<file path="src/dso_pkg.sv">
// Overview of operation
// - code 1: any fault but the two comm errors
// - code 2: frequency from reference minus width up to reference
// - code 3: frequency within level plus or minus width
// - code 4: on above level plus width, off below level
// - code 5: inverse of code 4 hysteresis
// - code 6: on during automatic restart
// - code 9: on while output stage blocked
// - codes 12, 25: over-torque and low-torque detection
// - code 18: run source setting equals 3
// - code 19: internal controller logic level
// - code 20: on at zero speed
// - code 21: no fault and drive ready
// - code 22: bus voltage below low-voltage level
// - code 23: local run mode
// - code 24: local reference mode
// - code 26: reference loss detected
// - loss: setting 0 stops, 1 runs at ratio of last reference
// - code 27: timer function result
// - code 30: second motor set selected
// - code 31: zero servo enabled and load locked
// - code 32: communication control of outputs active
// - level 0.0-400.0 Hz, 1200.0 Hz high range; width 0.1-25.5 Hz
// - code 0: run command on or output frequency above zero
package dso_pkg;
    // data widths, frequencies in 0.1 Hz steps
    localparam int FREQ_W = 14;
    localparam int WID_W = 8;
    localparam int VOLT_W = 10;
    localparam int FUNC_W = 6;
    localparam int ADDR_W = 4;
    localparam int DATA_W = 16;
    localparam int N_TERM = 3;

    // word addresses
    localparam logic [3:0] ADR_FUNC0 = 4'h0;
    localparam logic [3:0] ADR_FUNC1 = 4'h1;
    localparam logic [3:0] ADR_FUNC2 = 4'h2;
    localparam logic [3:0] ADR_LEVEL = 4'h3;
    localparam logic [3:0] ADR_WIDTH = 4'h4;
    localparam logic [3:0] ADR_CTRL = 4'h5;
    localparam logic [3:0] ADR_RATIO = 4'h6;
    localparam logic [3:0] ADR_FMIN = 4'h7;
    localparam logic [3:0] ADR_UVLEV = 4'h8;
    localparam logic [3:0] ADR_STATUS = 4'h9;

    // control register fields
    localparam int CTRL_HF = 0;
    localparam int CTRL_RUN_LO = 1;
    localparam int CTRL_REF_LO = 3;
    localparam int CTRL_LOSS = 5;
    localparam int CTRL_LR_EN = 6;

    // status register fields
    localparam int ST_OUT_LO = 0;
    localparam int ST_DET1 = 3;
    localparam int ST_LOC_RUN = 4;
    localparam int ST_LOC_REF = 5;
    localparam int ST_LOSS = 6;

    // value limits
    localparam logic [13:0] LEVEL_MAX = 14'h0FA0;
    localparam logic [13:0] LEVEL_MAX_HF = 14'h2EE0;
    localparam logic [7:0] WIDTH_MIN = 8'h01;
    localparam logic [1:0] SRC_LOCAL = 2'h0;
    localparam logic [1:0] SRC_CTRL = 2'h3;
    localparam logic [7:0] RATIO_DIV = 8'h64;

    // reset values
    localparam logic [5:0] FUNC_RST = 6'h00;
    localparam logic [13:0] LEVEL_RST = 14'h0000;
    localparam logic [7:0] WIDTH_RST = 8'h14;
    localparam logic [6:0] CTRL_RST = 7'h00;
    localparam logic [7:0] RATIO_RST = 8'h50;
    localparam logic [13:0] FMIN_RST = 14'h0005;
    localparam logic [9:0] UVLEV_RST = 10'h0BE;

    // output function codes
    localparam logic [5:0] FN_RUNNING = 6'h00;
    localparam logic [5:0] FN_FAULT = 6'h01;
    localparam logic [5:0] FN_AGREE = 6'h02;
    localparam logic [5:0] FN_SET_AGREE = 6'h03;
    localparam logic [5:0] FN_DET1 = 6'h04;
    localparam logic [5:0] FN_DET2 = 6'h05;
    localparam logic [5:0] FN_RESTART = 6'h06;
    localparam logic [5:0] FN_BLOCK = 6'h09;
    localparam logic [5:0] FN_OVER_TQ = 6'h0C;
    localparam logic [5:0] FN_CTRL_SRC = 6'h12;
    localparam logic [5:0] FN_CTRL_OUT = 6'h13;
    localparam logic [5:0] FN_ZERO_SPD = 6'h14;
    localparam logic [5:0] FN_READY = 6'h15;
    localparam logic [5:0] FN_UNDERV = 6'h16;
    localparam logic [5:0] FN_LOC_RUN = 6'h17;
    localparam logic [5:0] FN_LOC_REF = 6'h18;
    localparam logic [5:0] FN_UNDER_TQ = 6'h19;
    localparam logic [5:0] FN_REF_LOSS = 6'h1A;
    localparam logic [5:0] FN_TIMER = 6'h1B;
    localparam logic [5:0] FN_MOTOR2 = 6'h1E;
    localparam logic [5:0] FN_ZSERVO = 6'h1F;
    localparam logic [5:0] FN_COMM = 6'h20;

    // detector hysteresis state
    typedef enum logic [1:0] {
        DSO_DET_LOW = 2'b01,
        DSO_DET_HIGH = 2'b10
    } dso_det_t;
endpackage : dso_pkg

</file>
<file path="src/dso_freq_detect.sv">
module dso_freq_detect (
    // clock and reset
    input wire logic clk_sys,
    input wire logic nrst,
    // frequencies and settings
    input wire logic [13:0] out_freq,
    input wire logic [13:0] freq_ref,
    input wire logic [13:0] det_level,
    input wire logic [7:0] det_width,
    // detection results
    output logic agree,
    output logic set_agree,
    output logic det1,
    output logic det2
);
    dso_pkg::dso_det_t det_r, det_nxt;
    logic agree_r, agree_nxt;
    logic set_r, set_nxt;
    logic [14:0] ref_lo, lvl_hi, lvl_lo, f15;

    // widened bounds; lower bounds saturate at zero
    always_comb begin
        f15 = {1'b0, out_freq};
        lvl_hi = {1'b0, det_level} + {7'h00, det_width};
        ref_lo = (freq_ref > {6'h00, det_width}) ?
            {1'b0, freq_ref} - {7'h00, det_width} : 15'h0000;
        lvl_lo = (det_level > {6'h00, det_width}) ?
            {1'b0, det_level} - {7'h00, det_width} : 15'h0000;
    end

    // window flags and hysteresis
    always_comb begin
        agree_nxt = (f15 >= ref_lo) && (out_freq <= freq_ref);
        set_nxt = (f15 >= lvl_lo) && (f15 <= lvl_hi);
        det_nxt = det_r;
        unique case (det_r)
            dso_pkg::DSO_DET_LOW: begin
                if (f15 >= lvl_hi) begin
                    det_nxt = dso_pkg::DSO_DET_HIGH;
                end
            end
            dso_pkg::DSO_DET_HIGH: begin
                if (out_freq < det_level) begin
                    det_nxt = dso_pkg::DSO_DET_LOW;
                end
            end
            default: det_nxt = dso_pkg::DSO_DET_LOW;
        endcase
    end

    always_ff @(posedge clk_sys or negedge nrst) begin
        if (!nrst) begin
            det_r <= dso_pkg::DSO_DET_LOW;
            agree_r <= 1'b0;
            set_r <= 1'b0;
        end else begin
            det_r <= det_nxt;
            agree_r <= agree_nxt;
            set_r <= set_nxt;
        end
    end

    assign agree = agree_r;
    assign set_agree = set_r;
    assign det1 = (det_r == dso_pkg::DSO_DET_HIGH);
    assign det2 = (det_r == dso_pkg::DSO_DET_LOW);
endmodule : dso_freq_detect

</file>
<file path="src/dso_ref_loss.sv">
module dso_ref_loss (
    // clock and reset
    input wire logic clk_sys,
    input wire logic nrst,
    // reference and loss status
    input wire logic [13:0] freq_ref,
    input wire logic ref_loss,
    // settings
    input wire logic loss_action,
    input wire logic [7:0] loss_ratio,
    // reference passed on to the ramp
    output logic [13:0] ref_cmd,
    output logic decel_stop
);
    logic [13:0] last_r, last_nxt;
    logic [13:0] cmd_r, cmd_nxt;
    logic stop_r, stop_nxt;
    logic [21:0] prod;
    logic [21:0] scaled;

    // hold last good reference; compute the ramp's input
    always_comb begin
        prod = last_r * loss_ratio;
        scaled = prod / {14'h0000, dso_pkg::RATIO_DIV};
        last_nxt = ref_loss ? last_r : freq_ref;
        cmd_nxt = freq_ref;
        stop_nxt = 1'b0;
        if (ref_loss) begin
            if (loss_action) begin
                cmd_nxt = (scaled > {8'h00, 14'h3FFF}) ? 14'h3FFF :
                    scaled[13:0];
            end else begin
                cmd_nxt = 14'h0000;
                stop_nxt = 1'b1;
            end
        end
    end

    always_ff @(posedge clk_sys or negedge nrst) begin
        if (!nrst) begin
            last_r <= 14'h0000;
            cmd_r <= 14'h0000;
            stop_r <= 1'b0;
        end else begin
            last_r <= last_nxt;
            cmd_r <= cmd_nxt;
            stop_r <= stop_nxt;
        end
    end

    assign ref_cmd = cmd_r;
    assign decel_stop = stop_r;
endmodule : dso_ref_loss

</file>
<file path="src/dso_output_selector.sv">
// The address-and-strobe port and the register addresses were left to the implementer.
module dso_output_selector (
    // clock and reset
    input wire logic clk_sys,
    input wire logic nrst,
    // register port
    input wire logic [3:0] reg_addr,
    input wire logic [15:0] reg_wdata,
    input wire logic reg_wr,
    input wire logic reg_rd,
    output logic [15:0] reg_rdata,
    // frequency and voltage measurements
    input wire logic [13:0] out_freq,
    input wire logic [13:0] freq_ref,
    input wire logic [9:0] dc_bus,
    // drive conditions from same-clock logic
    input wire logic run_cmd,
    input wire logic fault_other,
    input wire logic comm_error_a,
    input wire logic comm_error_b,
    input wire logic drive_ready,
    input wire logic restart_active,
    input wire logic block_active,
    input wire logic over_torque,
    input wire logic under_torque,
    input wire logic ref_loss,
    input wire logic timer_out,
    input wire logic motor2_sel,
    input wire logic zero_servo_locked,
    input wire logic comm_ctrl_active,
    input wire logic internal_controller_out,
    // local/remote terminal from the digital_inputs pins
    input wire logic local_remote_pin,
    // output terminals
    output logic relay_output_one,
    output logic relay_output_two,
    output logic photo_output,
    // keypad indicators
    output logic run_source_led,
    output logic ref_source_led,
    // reference handling on loss
    output logic [13:0] ref_cmd,
    output logic decel_stop
);
    logic [5:0] func_r [dso_pkg::N_TERM];
    logic [5:0] func_nxt [dso_pkg::N_TERM];
    logic [13:0] level_r, level_nxt;
    logic [7:0] width_r, width_nxt;
    logic [6:0] ctrl_r, ctrl_nxt;
    logic [7:0] ratio_r, ratio_nxt;
    logic [13:0] fmin_r, fmin_nxt;
    logic [9:0] uvlev_r, uvlev_nxt;
    logic [15:0] rdata_r, rdata_nxt;
    logic [2:0] out_r, out_nxt;
    logic s1_r, s2_r, s3_r, lr_r;
    logic lr_nxt;
    logic agree, set_agree, det1, det2;
    logic local_run, local_ref, fault_any;
    logic [1:0] run_src, ref_src;
    logic [13:0] level_cap, lvl_w;
    logic [7:0] wid_w;

    assign run_src = ctrl_r[dso_pkg::CTRL_RUN_LO +: 2];
    assign ref_src = ctrl_r[dso_pkg::CTRL_REF_LO +: 2];

    // window and hysteresis comparisons
    dso_freq_detect u_det (
        .clk_sys(clk_sys),
        .nrst(nrst),
        .out_freq(out_freq),
        .freq_ref(freq_ref),
        .det_level(level_r),
        .det_width(width_r),
        .agree(agree),
        .set_agree(set_agree),
        .det1(det1),
        .det2(det2)
    );

    // loss action on the reference path
    dso_ref_loss u_loss (
        .clk_sys(clk_sys),
        .nrst(nrst),
        .freq_ref(freq_ref),
        .ref_loss(ref_loss),
        .loss_action(ctrl_r[dso_pkg::CTRL_LOSS]),
        .loss_ratio(ratio_r),
        .ref_cmd(ref_cmd),
        .decel_stop(decel_stop)
    );

    // pin synchroniser; level moves once stages two and three agree
    always_comb begin
        lr_nxt = (s2_r == s3_r) ? s3_r : lr_r;
    end

    always_ff @(posedge clk_sys or negedge nrst) begin
        if (!nrst) begin
            s1_r <= 1'b0;
            s2_r <= 1'b0;
            s3_r <= 1'b0;
            lr_r <= 1'b0;
        end else begin
            s1_r <= local_remote_pin;
            s2_r <= s1_r;
            s3_r <= s2_r;
            lr_r <= lr_nxt;
        end
    end

    // an assigned local/remote terminal overrides settings
    always_comb begin
        local_run = ctrl_r[dso_pkg::CTRL_LR_EN] ? lr_r :
            (run_src == dso_pkg::SRC_LOCAL);
        local_ref = ctrl_r[dso_pkg::CTRL_LR_EN] ? lr_r :
            (ref_src == dso_pkg::SRC_LOCAL);
        // comm errors are no fault here
        fault_any = fault_other;
    end

    // clamp writes into legal ranges
    always_comb begin
        level_cap = ctrl_r[dso_pkg::CTRL_HF] ? dso_pkg::LEVEL_MAX_HF :
            dso_pkg::LEVEL_MAX;
        lvl_w = (reg_wdata[13:0] > level_cap) ? level_cap :
            reg_wdata[13:0];
        wid_w = (reg_wdata[7:0] < dso_pkg::WIDTH_MIN) ?
            dso_pkg::WIDTH_MIN : reg_wdata[7:0];
    end

    // register writes
    always_comb begin
        for (int i = 0; i < dso_pkg::N_TERM; i++) begin
            func_nxt[i] = func_r[i];
        end
        level_nxt = level_r;
        width_nxt = width_r;
        ctrl_nxt = ctrl_r;
        ratio_nxt = ratio_r;
        fmin_nxt = fmin_r;
        uvlev_nxt = uvlev_r;
        // lowering the range clamps a high level
        if (!ctrl_r[dso_pkg::CTRL_HF] && level_r > dso_pkg::LEVEL_MAX) begin
            level_nxt = dso_pkg::LEVEL_MAX;
        end
        if (reg_wr) begin
            unique case (reg_addr)
                dso_pkg::ADR_FUNC0: func_nxt[0] = reg_wdata[5:0];
                dso_pkg::ADR_FUNC1: func_nxt[1] = reg_wdata[5:0];
                dso_pkg::ADR_FUNC2: func_nxt[2] = reg_wdata[5:0];
                dso_pkg::ADR_LEVEL: level_nxt = lvl_w;
                dso_pkg::ADR_WIDTH: width_nxt = wid_w;
                dso_pkg::ADR_CTRL: ctrl_nxt = reg_wdata[6:0];
                dso_pkg::ADR_RATIO: ratio_nxt = reg_wdata[7:0];
                dso_pkg::ADR_FMIN: fmin_nxt = reg_wdata[13:0];
                dso_pkg::ADR_UVLEV: uvlev_nxt = reg_wdata[9:0];
                default: ;
            endcase
        end
    end

    // read data stand one cycle after the strobe
    always_comb begin
        rdata_nxt = 16'h0000;
        if (reg_rd) begin
            unique case (reg_addr)
                dso_pkg::ADR_FUNC0: rdata_nxt = {10'h000, func_r[0]};
                dso_pkg::ADR_FUNC1: rdata_nxt = {10'h000, func_r[1]};
                dso_pkg::ADR_FUNC2: rdata_nxt = {10'h000, func_r[2]};
                dso_pkg::ADR_LEVEL: rdata_nxt = {2'h0, level_r};
                dso_pkg::ADR_WIDTH: rdata_nxt = {8'h00, width_r};
                dso_pkg::ADR_CTRL: rdata_nxt = {9'h000, ctrl_r};
                dso_pkg::ADR_RATIO: rdata_nxt = {8'h00, ratio_r};
                dso_pkg::ADR_FMIN: rdata_nxt = {2'h0, fmin_r};
                dso_pkg::ADR_UVLEV: rdata_nxt = {6'h00, uvlev_r};
                dso_pkg::ADR_STATUS: begin
                    rdata_nxt[dso_pkg::ST_OUT_LO +: 3] = out_r;
                    rdata_nxt[dso_pkg::ST_DET1] = det1;
                    rdata_nxt[dso_pkg::ST_LOC_RUN] = local_run;
                    rdata_nxt[dso_pkg::ST_LOC_REF] = local_ref;
                    rdata_nxt[dso_pkg::ST_LOSS] = ref_loss;
                end
                default: rdata_nxt = 16'h0000;
            endcase
        end
    end

    // one selector per terminal
    genvar t;
    generate
        for (t = 0; t < dso_pkg::N_TERM; t++) begin : g_term
            always_comb begin
                unique case (func_r[t])
                    dso_pkg::FN_RUNNING:
                        out_nxt[t] = run_cmd || (out_freq != 14'h0000);
                    dso_pkg::FN_FAULT: out_nxt[t] = fault_any;
                    dso_pkg::FN_AGREE: out_nxt[t] = agree;
                    dso_pkg::FN_SET_AGREE: out_nxt[t] = set_agree;
                    dso_pkg::FN_DET1: out_nxt[t] = det1;
                    dso_pkg::FN_DET2: out_nxt[t] = det2;
                    dso_pkg::FN_RESTART: out_nxt[t] = restart_active;
                    dso_pkg::FN_BLOCK: out_nxt[t] = block_active;
                    dso_pkg::FN_OVER_TQ: out_nxt[t] = over_torque;
                    dso_pkg::FN_UNDER_TQ: out_nxt[t] = under_torque;
                    dso_pkg::FN_CTRL_SRC:
                        out_nxt[t] = (run_src == dso_pkg::SRC_CTRL);
                    dso_pkg::FN_CTRL_OUT:
                        out_nxt[t] = internal_controller_out;
                    dso_pkg::FN_ZERO_SPD:
                        out_nxt[t] = (out_freq < fmin_r);
                    dso_pkg::FN_READY:
                        out_nxt[t] = drive_ready && !fault_other
                            && !comm_error_a && !comm_error_b;
                    dso_pkg::FN_UNDERV:
                        out_nxt[t] = (dc_bus < uvlev_r);
                    dso_pkg::FN_LOC_RUN: out_nxt[t] = local_run;
                    dso_pkg::FN_LOC_REF: out_nxt[t] = local_ref;
                    dso_pkg::FN_REF_LOSS: out_nxt[t] = ref_loss;
                    dso_pkg::FN_TIMER: out_nxt[t] = timer_out;
                    dso_pkg::FN_MOTOR2: out_nxt[t] = motor2_sel;
                    dso_pkg::FN_ZSERVO:
                        out_nxt[t] = zero_servo_locked;
                    dso_pkg::FN_COMM: out_nxt[t] = comm_ctrl_active;
                    // reserved codes keep the contact open
                    default: out_nxt[t] = 1'b0;
                endcase
            end
        end
    endgenerate

    // state registers
    always_ff @(posedge clk_sys or negedge nrst) begin
        if (!nrst) begin
            for (int i = 0; i < dso_pkg::N_TERM; i++) begin
                func_r[i] <= dso_pkg::FUNC_RST;
            end
            level_r <= dso_pkg::LEVEL_RST;
            width_r <= dso_pkg::WIDTH_RST;
            ctrl_r <= dso_pkg::CTRL_RST;
            ratio_r <= dso_pkg::RATIO_RST;
            fmin_r <= dso_pkg::FMIN_RST;
            uvlev_r <= dso_pkg::UVLEV_RST;
            rdata_r <= 16'h0000;
            out_r <= 3'h0;
        end else begin
            for (int i = 0; i < dso_pkg::N_TERM; i++) begin
                func_r[i] <= func_nxt[i];
            end
            level_r <= level_nxt;
            width_r <= width_nxt;
            ctrl_r <= ctrl_nxt;
            ratio_r <= ratio_nxt;
            fmin_r <= fmin_nxt;
            uvlev_r <= uvlev_nxt;
            rdata_r <= rdata_nxt;
            out_r <= out_nxt;
        end
    end

    assign reg_rdata = rdata_r;
    assign relay_output_one = out_r[0];
    assign relay_output_two = out_r[1];
    assign photo_output = out_r[2];
    // indicators light in remote mode
    assign run_source_led = !local_run;
    assign ref_source_led = !local_ref;
endmodule : dso_output_selector

</file>
<file path="config.mk">
export PLATFORM = sky130hd
export DESIGN_NAME = dso_output_selector
export DESIGN_NICKNAME = d
export VERILOG_FILES = /design/src/dso_pkg.sv /design/src/dso_freq_detect.sv /design/src/dso_ref_loss.sv /design/src/dso_output_selector.sv
export SDC_FILE = /design/constraint.sdc
export NUM_CORES = 1
export LEC_CHECK = 0
export ABC_AREA = 1
export BUFFER_PORTS_ARGS = -buffer_cell sky130_fd_sc_hd__buf_2
export CELL_PAD_IN_SITES_DETAIL_PLACEMENT = 1
export CELL_PAD_IN_SITES_GLOBAL_PLACEMENT = 1
export CORE_MARGIN = 2
export CORE_UTILIZATION = 45
export DETAILED_ROUTE_END_ITERATION = 7
export HOLD_SLACK_MARGIN = 0.05
export PLACE_DENSITY = 0.81
export SKIP_CTS_REPAIR_TIMING = 1
export SYNTH_ARGS = -nofsm -noshare
export SYNTH_HDL_FRONTEND = slang
export SYNTH_SLANG_ARGS = --single-unit
</file>
<file path="constraint.sdc">
create_clock -name clk_sys -period 25.2 [get_ports clk_sys]
set_clock_uncertainty 0.1 [all_clocks]
set_input_delay 5.04 -clock clk_sys [delete_from_list [all_inputs] [get_ports clk_sys]]
set_output_delay 5.04 -clock clk_sys [all_outputs]
set_load 0.02 [all_outputs]
</file>
==> results of run 1 <==
## layer usage
layer  routed length [um]  vias up
li1                     -     7585
met1                22800     7808
met2                26800      478
met3                 2320      127
met4                 2040        0
met5                    0        -
## cells in the mapped netlist (9+ instances only)
cell type                  number
sky130_fd_sc_hd__nand2_1      611
sky130_fd_sc_hd__inv_1        426
sky130_fd_sc_hd__ha_1         160
sky130_fd_sc_hd__nor2_1       130
sky130_fd_sc_hd__nand3_1      126
sky130_fd_sc_hd__o21ai_0      124
sky130_fd_sc_hd__dfrtp_1      120
sky130_fd_sc_hd__a21oi_1       86
sky130_fd_sc_hd__fa_1          75
sky130_fd_sc_hd__clkbuf_1      51
sky130_fd_sc_hd__nand2_2       48
sky130_fd_sc_hd__nand4_1       48
sky130_fd_sc_hd__o22ai_1       27
sky130_fd_sc_hd__inv_2         25
sky130_fd_sc_hd__xor2_1        25
sky130_fd_sc_hd__a221oi_1      18
sky130_fd_sc_hd__dfstp_2       13
sky130_fd_sc_hd__o21bai_1      13
sky130_fd_sc_hd__nand2_4       12
sky130_fd_sc_hd__nor3_1        12
sky130_fd_sc_hd__nor4_1        11
sky130_fd_sc_hd__nor2_2        10
sky130_fd_sc_hd__o21ai_1        9
## cells by family after synthesis
kind of cell | synth area share, %
other cells | 0.0236
xor+xnor | 1.82
fa+ha+maj | 22.1
compound gates | 13.0
buf+inv | 12.2
flops | 21.0
simple gates | 29.9
## worst min-delay path by stage
| stage | startpoint | end | slack [ns] | cells after the start |
|---|---|---|---|---|
| after CTS | s1_r | s2_r | 0.25 | 0 |
| after detailed placement | s1_r | s2_r | 0.24 | 0 |
| after floorplan | s1_r | s2_r | 0.23 | 0 |
| after global placement | s1_r | s2_r | 0.23 | 0 |
| after global routing | s1_r | s2_r | 0.27 | 0 |
| final | s1_r | s2_r | 0.25 | 0 |
## area by class of cell
cell class	count	area, um2	share of cell area, %
tap	455	569	3.27
sequential	133	3340	19.2
inverter	459	1720	9.89
multi-input combinational	1664	10600	61.0
timing repair buffer	112	574	3.30
clock buffer	18	439	2.52
clock inverter	14	138	0.790
antenna	1	2.50	0.0144
## layout by cell type, fill, tap and decap left out, types with 5 or more instances in the layout
cell type and instances:
sky130_fd_sc_hd__a21oi_1 86, sky130_fd_sc_hd__o21ai_0 124, sky130_fd_sc_hd__o21a_1 6, sky130_fd_sc_hd__a31oi_1 7
sky130_fd_sc_hd__o21bai_1 13, sky130_fd_sc_hd__inv_2 25, sky130_fd_sc_hd__o21ai_1 9, sky130_fd_sc_hd__nand2_2 48
sky130_fd_sc_hd__nor2_2 10, sky130_fd_sc_hd__clkinv_1 8, sky130_fd_sc_hd__o221ai_1 7, sky130_fd_sc_hd__nand2_4 12
sky130_fd_sc_hd__xor2_1 25, sky130_fd_sc_hd__nor3_1 12, sky130_fd_sc_hd__buf_2 108, sky130_fd_sc_hd__xnor2_1 8
sky130_fd_sc_hd__o22ai_1 27, sky130_fd_sc_hd__nor2_1 130, sky130_fd_sc_hd__o31ai_1 7, sky130_fd_sc_hd__nand4_2 7
sky130_fd_sc_hd__nand3_1 126, sky130_fd_sc_hd__nand4_1 48, sky130_fd_sc_hd__dfstp_2 13, sky130_fd_sc_hd__dfrtp_1 120
sky130_fd_sc_hd__fa_1 75, sky130_fd_sc_hd__o211ai_1 5, sky130_fd_sc_hd__nand2_1 611, sky130_fd_sc_hd__ha_1 160
sky130_fd_sc_hd__nor4_1 11, sky130_fd_sc_hd__o41ai_1 5, sky130_fd_sc_hd__or2_2 7, sky130_fd_sc_hd__inv_1 426
sky130_fd_sc_hd__a221oi_1 18, sky130_fd_sc_hd__clkbuf_16 17, sky130_fd_sc_hd__o2111ai_1 7, sky130_fd_sc_hd__nand3b_1 6
sky130_fd_sc_hd__nand3_2 8
## sequential cells by signal, indices dropped and copies added, names as in the netlist
name and flops:
ctrl_r 7, u_det.agree 1, fmin_r 14, width_r 8, u_det.set_agree 1, u_loss.ref_cmd 14, level_r 14, u_loss.decel_stop 1
lr_r 1, u_det.det_r 2, ratio_r 8, s3_r 1, u_loss.last_r 14, uvlev_r 10, s1_r 1, func_r 18
s2_r 1, reg_rdata 14, out_r 3
## stage by stage
stage / setup WS [ns] / util, % / std cells
finish: 13.14 / 50.2 / 2856
global route: 11.92 / 50.2 / 2855
CTS: 13.11 / 50.2 / 2855
detailed placement: 13.15 / 48.5 / 2823
global placement: 13.63 / 48.5 / 2823
floorplan: 14.79 / - / 2312
## critical path, delay by kind of cell, from the launching register on
family | cells | cell delay (ns)
DFF | 1 | 0.80
and+or+nand+nor | 73 | 7.86
AOI/OAI and AO/OA | 2 | 0.51
adders and majority gates | 5 | 2.35
buffers and inverters | 5 | 0.32
==> results.py, run 1 <==
metrics = {
    "clock_tree": {
        "clkLatencyLatePin_ns": 0.43,
        "clock_sinks": 133,
        "clk_root_buffer_cell": "sky130_fd_sc_hd__clkbuf_16",
        "clkSlewWorstSetupHoldPaths_ns": 0.07,
        "cts_buffers": 17,
        "cts.path.max_buffers": 2,
        "htreeDepth": 4,
        "tritoncts": "built",
    },
    "floorplan": {
        "std_cell_rows": 68,
        "core_um2": 34700,
        "initial_utilization_pct": 45.9,
        "floorplan.io_pins": 114,
        "die_area_um2": 36900,
        "chipWidth_um": 192,
        "die_y_um": 192,
    },
    "drt": {
        "remaining_drc_errors": 0,
        "route.detailed.vias_per_inst": 5.60,
        "vias_after_detailed_routing": 15998,
        "detailedRoute.firstPassIterationCount": 6,
        "wire_per_inst_um": 18.9,
        "routed_wl_um": 53900,
        "drtIter0Drc": 864,
        "antenna_violating_nets_post_route": 0,
    },
    "setup_path": {
        "endpoint": "u_loss.ref_cmd[0]",
        "crit-reg2reg-capture": "u_loss.ref_cmd[0]",
        "critical_path.most_common_cell": "sky130_fd_sc_hd__nand2_2",
        "crit_arrival_ns": 12.27,
        "critical_path.slowest_cell": "sky130_fd_sc_hd__dfrtp_1",
        "timing.critical_path.from_type": "register",
        "critical_path_source": "ratio_r[7]",
        "timing.critical_path.to_type": "register",
        "ff2ff_path_depth": 85,
        "worst-r2r-setup-slack_ns": 13.14,
        "crit_fanout": 16,
        "timing_worst_setup_path_type": "register to register",
        "worst-endpoint-required_ns": 25.41,
        "critPathMaxStageDelay_ns": 0.80,
        "reg_to_reg_critical_path_startpoint": "ratio_r[7]",
    },
    "min_path": {
        "hold_path_class": "register to register",
    },
    "grt": {
        "grtUsageMet3_pct": 3.91,
        "total_overflow_reported_by_the_global_router": 0,
        "globalRouteMet1Util_pct": 35.9,
        "busiest_layer": "met2",
        "antenna_violations_before_repair": 0,
        "via_count_of_the_first_global_routing_pass": 16921,
        "grt_max_degree": 71,
        "met2_capacity_usage_during_global_routing_pct": 53.7,
        "grt_first_pass_wirelength_um": 86600,
        "overall_routing_resource_usage_pct": 29.9,
    },
    "status": {
        "status": "complete, no violations",
    },
    "timing": {
        "slew_limit_fails": 0,
        "final.hold.worst_slack_ns": 0.252,
        "hold_viol_final": 0,
        "fin_tns_setup_ns": 0,
        "timing.fmax_mhz": 82.9,
        "max_slew.worst_pin.slew_ns": 0.955,
        "setup_viol": 0,
        "layout_min_cycle_time_ns": 12.06,
        "rsz_0062_raised_after_global_routing": "false",
        "worst_slew_margin_rel_pct": 36.3,
        "final.period_utilization_pct": 47.9,
    },
    "cells_and_area": {
        "area.growth.synth_to_final_pct": 9.47,
        "layout.nets": 2700,
        "filler_cell_count_in_the_final_layout": 4651,
        "design_area_um2": 17400,
        "layout-drive-gt1-share_pct": 12.1,
    },
    "synth": {
        "syn-instance-count": 2311,
        "synth.yosys.seq_area_share_pct": 21.0,
        "synth_async_sr_flop_share_pct": 100,
        "yosysUniqueCellTypes": 60,
        "synthesis.area_um2": 15900,
        "mapped_avg_cell_area_um2": 6.89,
        "yosysTopAreaCell": "sky130_fd_sc_hd__dfrtp_1",
        "yosys.area.top_type_share_pct": 18.9,
        "yosysWarningCount": 0,
        "ys_top_cells_by_area": "sky130_fd_sc_hd__dfrtp_1 (19%), sky130_fd_sc_hd__nand2_1 (14%), sky130_fd_sc_hd__ha_1 (13%), sky130_fd_sc_hd__inv_1 (10%), sky130_fd_sc_hd__fa_1 (9.4%)",
        "synth_seq_cells": 133,
        "synth_ff_type": "sky130_fd_sc_hd__dfrtp_1",
        "synth_edf_count": 0,
    },
    "placement": {
        "io_buffer_count": 109,
        "post-dp-hpwl_um": 43800,
        "postPlaceCellArea_um2": 16800,
        "place_congestion": 0.905,
    },
    "job": {
        "cap_viol_max_count": 0,
    },
}
Power of run 1 is not shown: default switching activity piles up to over one toggle a cycle in this logic, so the estimate is an artifact.
==> inputs of run 2 (changes only) <==
CORE_UTILIZATION = 41   (was 45)
PLACE_DENSITY = 0.78   (was 0.81)
clock period = 10.3 ns   (was 25.2 ns; I/O delays follow)
==> run 2 against run 1 <==
  * The flow now finishes with violations (negative setup slack)
  * Design area rose by 15%
  * Clock-buffer cell count fell by 1
  * Final cell count rose by 9.5%
  * Via count rose by 7.9%
  * Non-clock buffer count rose by 209
  * Worst hold slack improved by 0.010 ns
  * Sequential share of layout area fell by 2.5 points
  * Setup slack got worse by 14 ns
  * Global-route usage fell by 1.6 points
  * Core utilization rose by 2.1 points
  * Critical path depth rose by 8
  * Flip-flop and latch count did not move
  * Critical endpoint unchanged
  * Largest cell class unchanged
  * Highest routed layer unchanged
==> results.py, run 2 (synthesis results as in run 1) <==
metrics = {
    "clock_tree": {
        "htreeDepth": 4,
        "clk_root_buffer_cell": "sky130_fd_sc_hd__clkbuf_16",
        "cts.path.max_buffers": 2,
        "clock_sinks": 133,
        "tritoncts": "built",
        "clkLatencyLatePin_ns": 0.45,
        "clkSlewWorstSetupHoldPaths_ns": 0.08,
        "cts_buffers": 17,
    },
    "job": {
        "cap_viol_max_count": 0,
    },
    "cells_and_area": {
        "antennaDiodeCount": 0,
        "postLayoutCoreUtil_pct": 52.3,
        "layout.nets": 2909,
        "largest_register_ffs": 18,
        "most_common_cell_after_layout_fill_and_taps_aside": "sky130_fd_sc_hd__nand2_1",
        "filler_cell_count_in_the_final_layout": 4937,
        "regMostFlops": "func_r",
        "area.growth.synth_to_final_pct": 26.4,
        "design_area_um2": 20100,
        "mostFrequentLayoutCells": "sky130_fd_sc_hd__nand2_1 (545), sky130_fd_sc_hd__inv_1 (411), sky130_fd_sc_hd__buf_4 (200)",
        "layout-drive-gt1-share_pct": 25.0,
    },
    "timing": {
        "final.period_utilization_pct": 112,
        "timing.fmax_mhz": 86.7,
        "worst_slew_margin_rel_pct": 29.3,
        "rsz_0062_raised_after_global_routing": "true",
        "max_slew.worst_pin.slew_ns": 1.03,
        "layout_min_cycle_time_ns": 11.54,
        "setup_viol": 4,
        "postLayoutSetupSlackWorst_ns": -1.24,
        "hold_viol_final": 0,
        "slew_limit_fails": 0,
    },
    "status": {
        "status": "finished with violations",
        "violations": "negative setup slack",
    },
    "floorplan": {
        "floorplan.io_pins": 114,
        "die_y_um": 201,
        "die_area_um2": 40400,
        "chipWidth_um": 201,
        "std_cell_rows": 72,
        "initial_utilization_pct": 41.4,
        "core_um2": 38500,
    },
    "drt": {
        "wire_per_inst_um": 20.4,
        "route.detailed.vias_per_inst": 5.52,
        "detailedRoute.firstPassIterationCount": 6,
        "vias_after_detailed_routing": 17254,
        "routed_wl_um": 63700,
        "antenna_violating_nets_post_route": 0,
        "remaining_drc_errors": 0,
        "drtIter0Drc": 993,
    },
    "grt": {
        "antenna_violations_before_repair": 0,
        "total_overflow_reported_by_the_global_router": 0,
        "grt_max_degree": 69,
        "overall_routing_resource_usage_pct": 28.3,
        "via_count_of_the_first_global_routing_pass": 17851,
        "grt_first_pass_wirelength_um": 91400,
    },
    "placement": {
        "place_congestion": 0.913,
        "io_buffer_count": 109,
        "worst_slack_after_detailed_placement_ns": -1.36,
        "post-dp-hpwl_um": 46000,
        "postPlaceCellArea_um2": 18100,
    },
    "setup_path": {
        "timing.critical_path.to_type": "register",
        "worst-endpoint-required_ns": 10.54,
        "reg_to_reg_critical_path_startpoint": "ratio_r[6]",
        "critical_path.slowest_cell": "sky130_fd_sc_hd__fa_1",
        "critPathMaxStageDelay_ns": 0.61,
        "critical_path.most_common_cell": "sky130_fd_sc_hd__nand2_1",
        "timing.critical_path.from_type": "register",
        "timing_worst_setup_path_type": "register to register",
        "critical_path_source": "ratio_r[6]",
        "crit_fanout": 7,
        "crit_arrival_ns": 11.78,
    },
    "min_path": {
        "worst_hold_startpoint": "s1_r",
        "hold_path_class": "register to register",
    },
}
==> run 2: changes by cell type in the layout (fill, tap and decap cells not counted), sizes merged <==
cell	change
buf	+209
bufinv	+1
clkbuf	-1
clkinv	-1
clkinvlp	-1
diode	-1
inv	+2
==> run 2: final cells by class <==
cell class / count / area (um2) / area share, %
repair buffers: 321 / 2210 / 11.0
clock inverters: 15 / 184 / 0.914
clock buffers: 17 / 425 / 2.11
flip-flops and latches: 133 / 3350 / 16.7
multi-input cells: 1664 / 11600 / 57.6
inverters: 459 / 1720 / 8.56
well taps: 518 / 648 / 3.22
==> run 2: final timing paths <==
check | cells past startpoint | to | slack (ns)
max in group asynchronous | 2 | ratio_r[3] | 7.15
min in group asynchronous | 1 | out_r[1] | 1.51
min reg2reg | 0 | s2_r | 0.26
max reg2reg | 93 | u_loss.ref_cmd[0] | -1.24
min | 0 | s2_r | 0.26
max | 93 | u_loss.ref_cmd[0] | -1.24
==> run 2: worst max-delay path, delay by kind of cell (launching register included) <==
| kind | cells | cell delay, ns |
|---|---|---|
| AO/OA/AOI/OAI | 2 | 0.31 |
| adder cells (fa/ha/maj) | 5 | 2.43 |
| buffers and inverters | 15 | 1.47 |
| flip-flops | 1 | 0.56 |
| AND/OR/NAND/NOR | 71 | 6.55 |
==> run 2: per-layer routing <==
layer | vias up | track usage [%] | part of all wire, %
met2 | 491 | 51.7 | 51
li1 | 7992 | - | -
met3 | 199 | 3.86 | 3.9
met4 | 0 | 13.7 | 5.6
met5 | - | 0 | 0
met1 | 8572 | 32.5 | 40
==> run 2: per-stage QoR <==
step                      TNS [ns]  hold WS, ns  instances
after floorplan                  0        0.231       2312
after global placement       -1.64        0.244       3049
after detailed placement     -3.89        0.242       3049
final                        -3.49        0.262       3127
after global routing         -6.74        0.280       3127
after CTS                    -4.27        0.268       3081
Power of run 2 is left out for the same reason.
==> inputs of run 3 (changes only) <==
==> constraint.sdc (replaced) <==
create_clock -name clk_sys -period 10.3 [get_ports clk_sys]
set_clock_uncertainty 0.1 [all_clocks]
set_input_delay 1.03 -clock clk_sys [delete_from_list [all_inputs] [get_ports clk_sys]]
set_output_delay 1.03 -clock clk_sys [all_outputs]
set_load 0.02 [all_outputs]
==> run 3 against run 2 <==
  * The run still ends with negative setup slack left
  * Worst hold slack hardly changed
  * Setup slack got worse by 0.060 ns
  * Final cell count hardly changed
  * Global-route usage rose by 0.17 points
  * Via count is 0.35% higher
  * Die area stayed put
  * Core utilization grew 0.22 points
  * Critical endpoint is now u_loss.ref_cmd[2]
  * Highest routed layer unchanged
==> results.py, run 3 (synthesis results as in run 1) <==
metrics = {
    "cells_and_area": {
        "area.growth.synth_to_final_pct": 26.9,
        "mostFrequentLayoutCells": "sky130_fd_sc_hd__nand2_1 (542), sky130_fd_sc_hd__inv_1 (404), sky130_fd_sc_hd__buf_4 (194)",
        "regMostFlops": "func_r",
        "antennaDiodeCount": 0,
        "filler_cell_count_in_the_final_layout": 4952,
        "layout.nets": 2908,
        "largest_register_ffs": 18,
        "most_common_cell_after_layout_fill_and_taps_aside": "sky130_fd_sc_hd__nand2_1",
        "postLayoutCoreUtil_pct": 52.5,
        "layout.cells.non_filler": 3126,
        "layout-drive-gt1-share_pct": 25.4,
    },
    "floorplan": {
        "floorplan.io_pins": 114,
        "std_cell_rows": 72,
        "chipWidth_um": 201,
        "die_y_um": 201,
        "core_um2": 38500,
        "die_area_um2": 40400,
        "initial_utilization_pct": 41.4,
    },
    "drt": {
        "antenna_violating_nets_post_route": 0,
        "wire_per_inst_um": 20.5,
        "routed_wl_um": 64000,
        "detailedRoute.firstPassIterationCount": 5,
        "route.detailed.vias_per_inst": 5.54,
        "drtIter0Drc": 962,
        "remaining_drc_errors": 0,
        "vias_after_detailed_routing": 17315,
    },
    "grt": {
        "grt_first_pass_wirelength_um": 91900,
        "overall_routing_resource_usage_pct": 28.5,
        "total_overflow_reported_by_the_global_router": 0,
        "antenna_violations_before_repair": 0,
        "via_count_of_the_first_global_routing_pass": 17966,
        "grt_max_degree": 69,
    },
    "placement": {
        "post-dp-hpwl_um": 45800,
        "place_congestion": 0.919,
        "placed_cells_incl_taps": 3047,
        "io_buffer_count": 109,
    },
    "timing": {
        "max_slew.worst_pin.slew_ns": 0.998,
        "final.period_utilization_pct": 113,
        "postLayoutSetupSlackWorst_ns": -1.30,
        "rsz_0062_raised_after_global_routing": "true",
        "hold_viol_final": 0,
        "worst_slew_margin_rel_pct": 33.2,
        "layout_min_cycle_time_ns": 11.60,
        "slew_limit_fails": 0,
        "timing.fmax_mhz": 86.2,
        "setup_viol": 5,
    },
    "setup_path": {
        "timing.critical_path.from_type": "register",
        "critical-path-top-delay-family": "simple AND/OR/NAND/NOR gates",
        "crit_arrival_ns": 11.82,
        "critical_path.slowest_cell": "sky130_fd_sc_hd__fa_1",
        "timing.critical_path.to_type": "register",
        "timing_worst_setup_path_type": "register to register",
        "timing.critical_path.buf_inv": 21,
        "crit_fanout": 7,
        "worst-endpoint-required_ns": 10.52,
        "critPathMaxStageDelay_ns": 0.60,
    },
    "clock_tree": {
        "clkLatencyLatePin_ns": 0.44,
        "clk_root_buffer_cell": "sky130_fd_sc_hd__clkbuf_16",
        "clkSlewWorstSetupHoldPaths_ns": 0.07,
        "tritoncts": "built",
        "htreeDepth": 4,
        "cts_buffers": 17,
        "clock_sinks": 133,
        "cts.path.max_buffers": 2,
    },
    "job": {
        "cap_viol_max_count": 0,
    },
    "status": {
        "violations": "negative setup slack",
        "status": "finished with violations",
    },
    "min_path": {
        "hold_path_class": "register to register",
    },
}
run 3: changes by cell type in the layout (fill, tap and decap cells not counted), moves of 3 or more:
| cell | delta |
|---|---|
| sky130_fd_sc_hd__inv_1 | -7 |
| sky130_fd_sc_hd__inv_2 | +5 |
| sky130_fd_sc_hd__nand2_1 | -3 |
| sky130_fd_sc_hd__ha_1 | -5 |
| sky130_fd_sc_hd__bufinv_16 | +3 |
| sky130_fd_sc_hd__nand3_2 | +4 |
| sky130_fd_sc_hd__buf_6 | +10 |
| sky130_fd_sc_hd__clkinv_8 | -3 |
| sky130_fd_sc_hd__ha_4 | +4 |
| sky130_fd_sc_hd__nand3_4 | -3 |
| sky130_fd_sc_hd__buf_4 | -6 |
run 3: worst paths after layout:
check | cells after the start | slack (ns) | from | to
min reg2reg | 0 | 0.26 | s1_r | s2_r
min in group asynchronous | 1 | 0.49 | nrst | out_r[1]
max reg2reg | 91 | -1.30 | ratio_r[4] | u_loss.ref_cmd[2]
max | 91 | -1.30 | ratio_r[4] | u_loss.ref_cmd[2]
min | 0 | 0.26 | s1_r | s2_r
max in group asynchronous | 2 | 8.19 | nrst | ratio_r[7]
run 3: layout make-up:
cell class              instances  area, um2  area share (%)
multi-input cells            1664      11600            57.6
flip-flops and latches        133       3350            16.6
repair buffers                320       2210            10.9
inverters                     459       1730            8.55
well taps                     518        648            3.21
clock buffers                  18        429            2.12
clock inverters                14        213            1.05
run 3: routing by layer:
| layer | GRT usage (%) | vias up | wire length, um |
|---|---|---|---|
| met5 | 0 | - | 0 |
| li1 | - | 7992 | - |
| met1 | 32.8 | 8604 | 24800 |
| met2 | 52.9 | 517 | 33000 |
| met4 | 12.4 | 0 | 3440 |
| met3 | 3.41 | 202 | 2730 |
run 3: per-stage QoR:
| step | instance area (um2) | setup WS, ns | hold WS [ns] | setup TNS [ns] |
|---|---|---|---|---|
| finish | 20200 | -1.30 | 0.263 | -4.33 |
| detailed placement | 18100 | -1.17 | 0.252 | -3.26 |
| CTS | 18800 | -1.29 | 0.268 | -3.72 |
| global placement | 18100 | -0.641 | 0.243 | -1.24 |
| floorplan | 15900 | 0.0641 | 0.231 | 0 |
| global route | 20200 | -1.90 | 0.274 | -7.16 |
Power of run 3 is left out for the same reason.
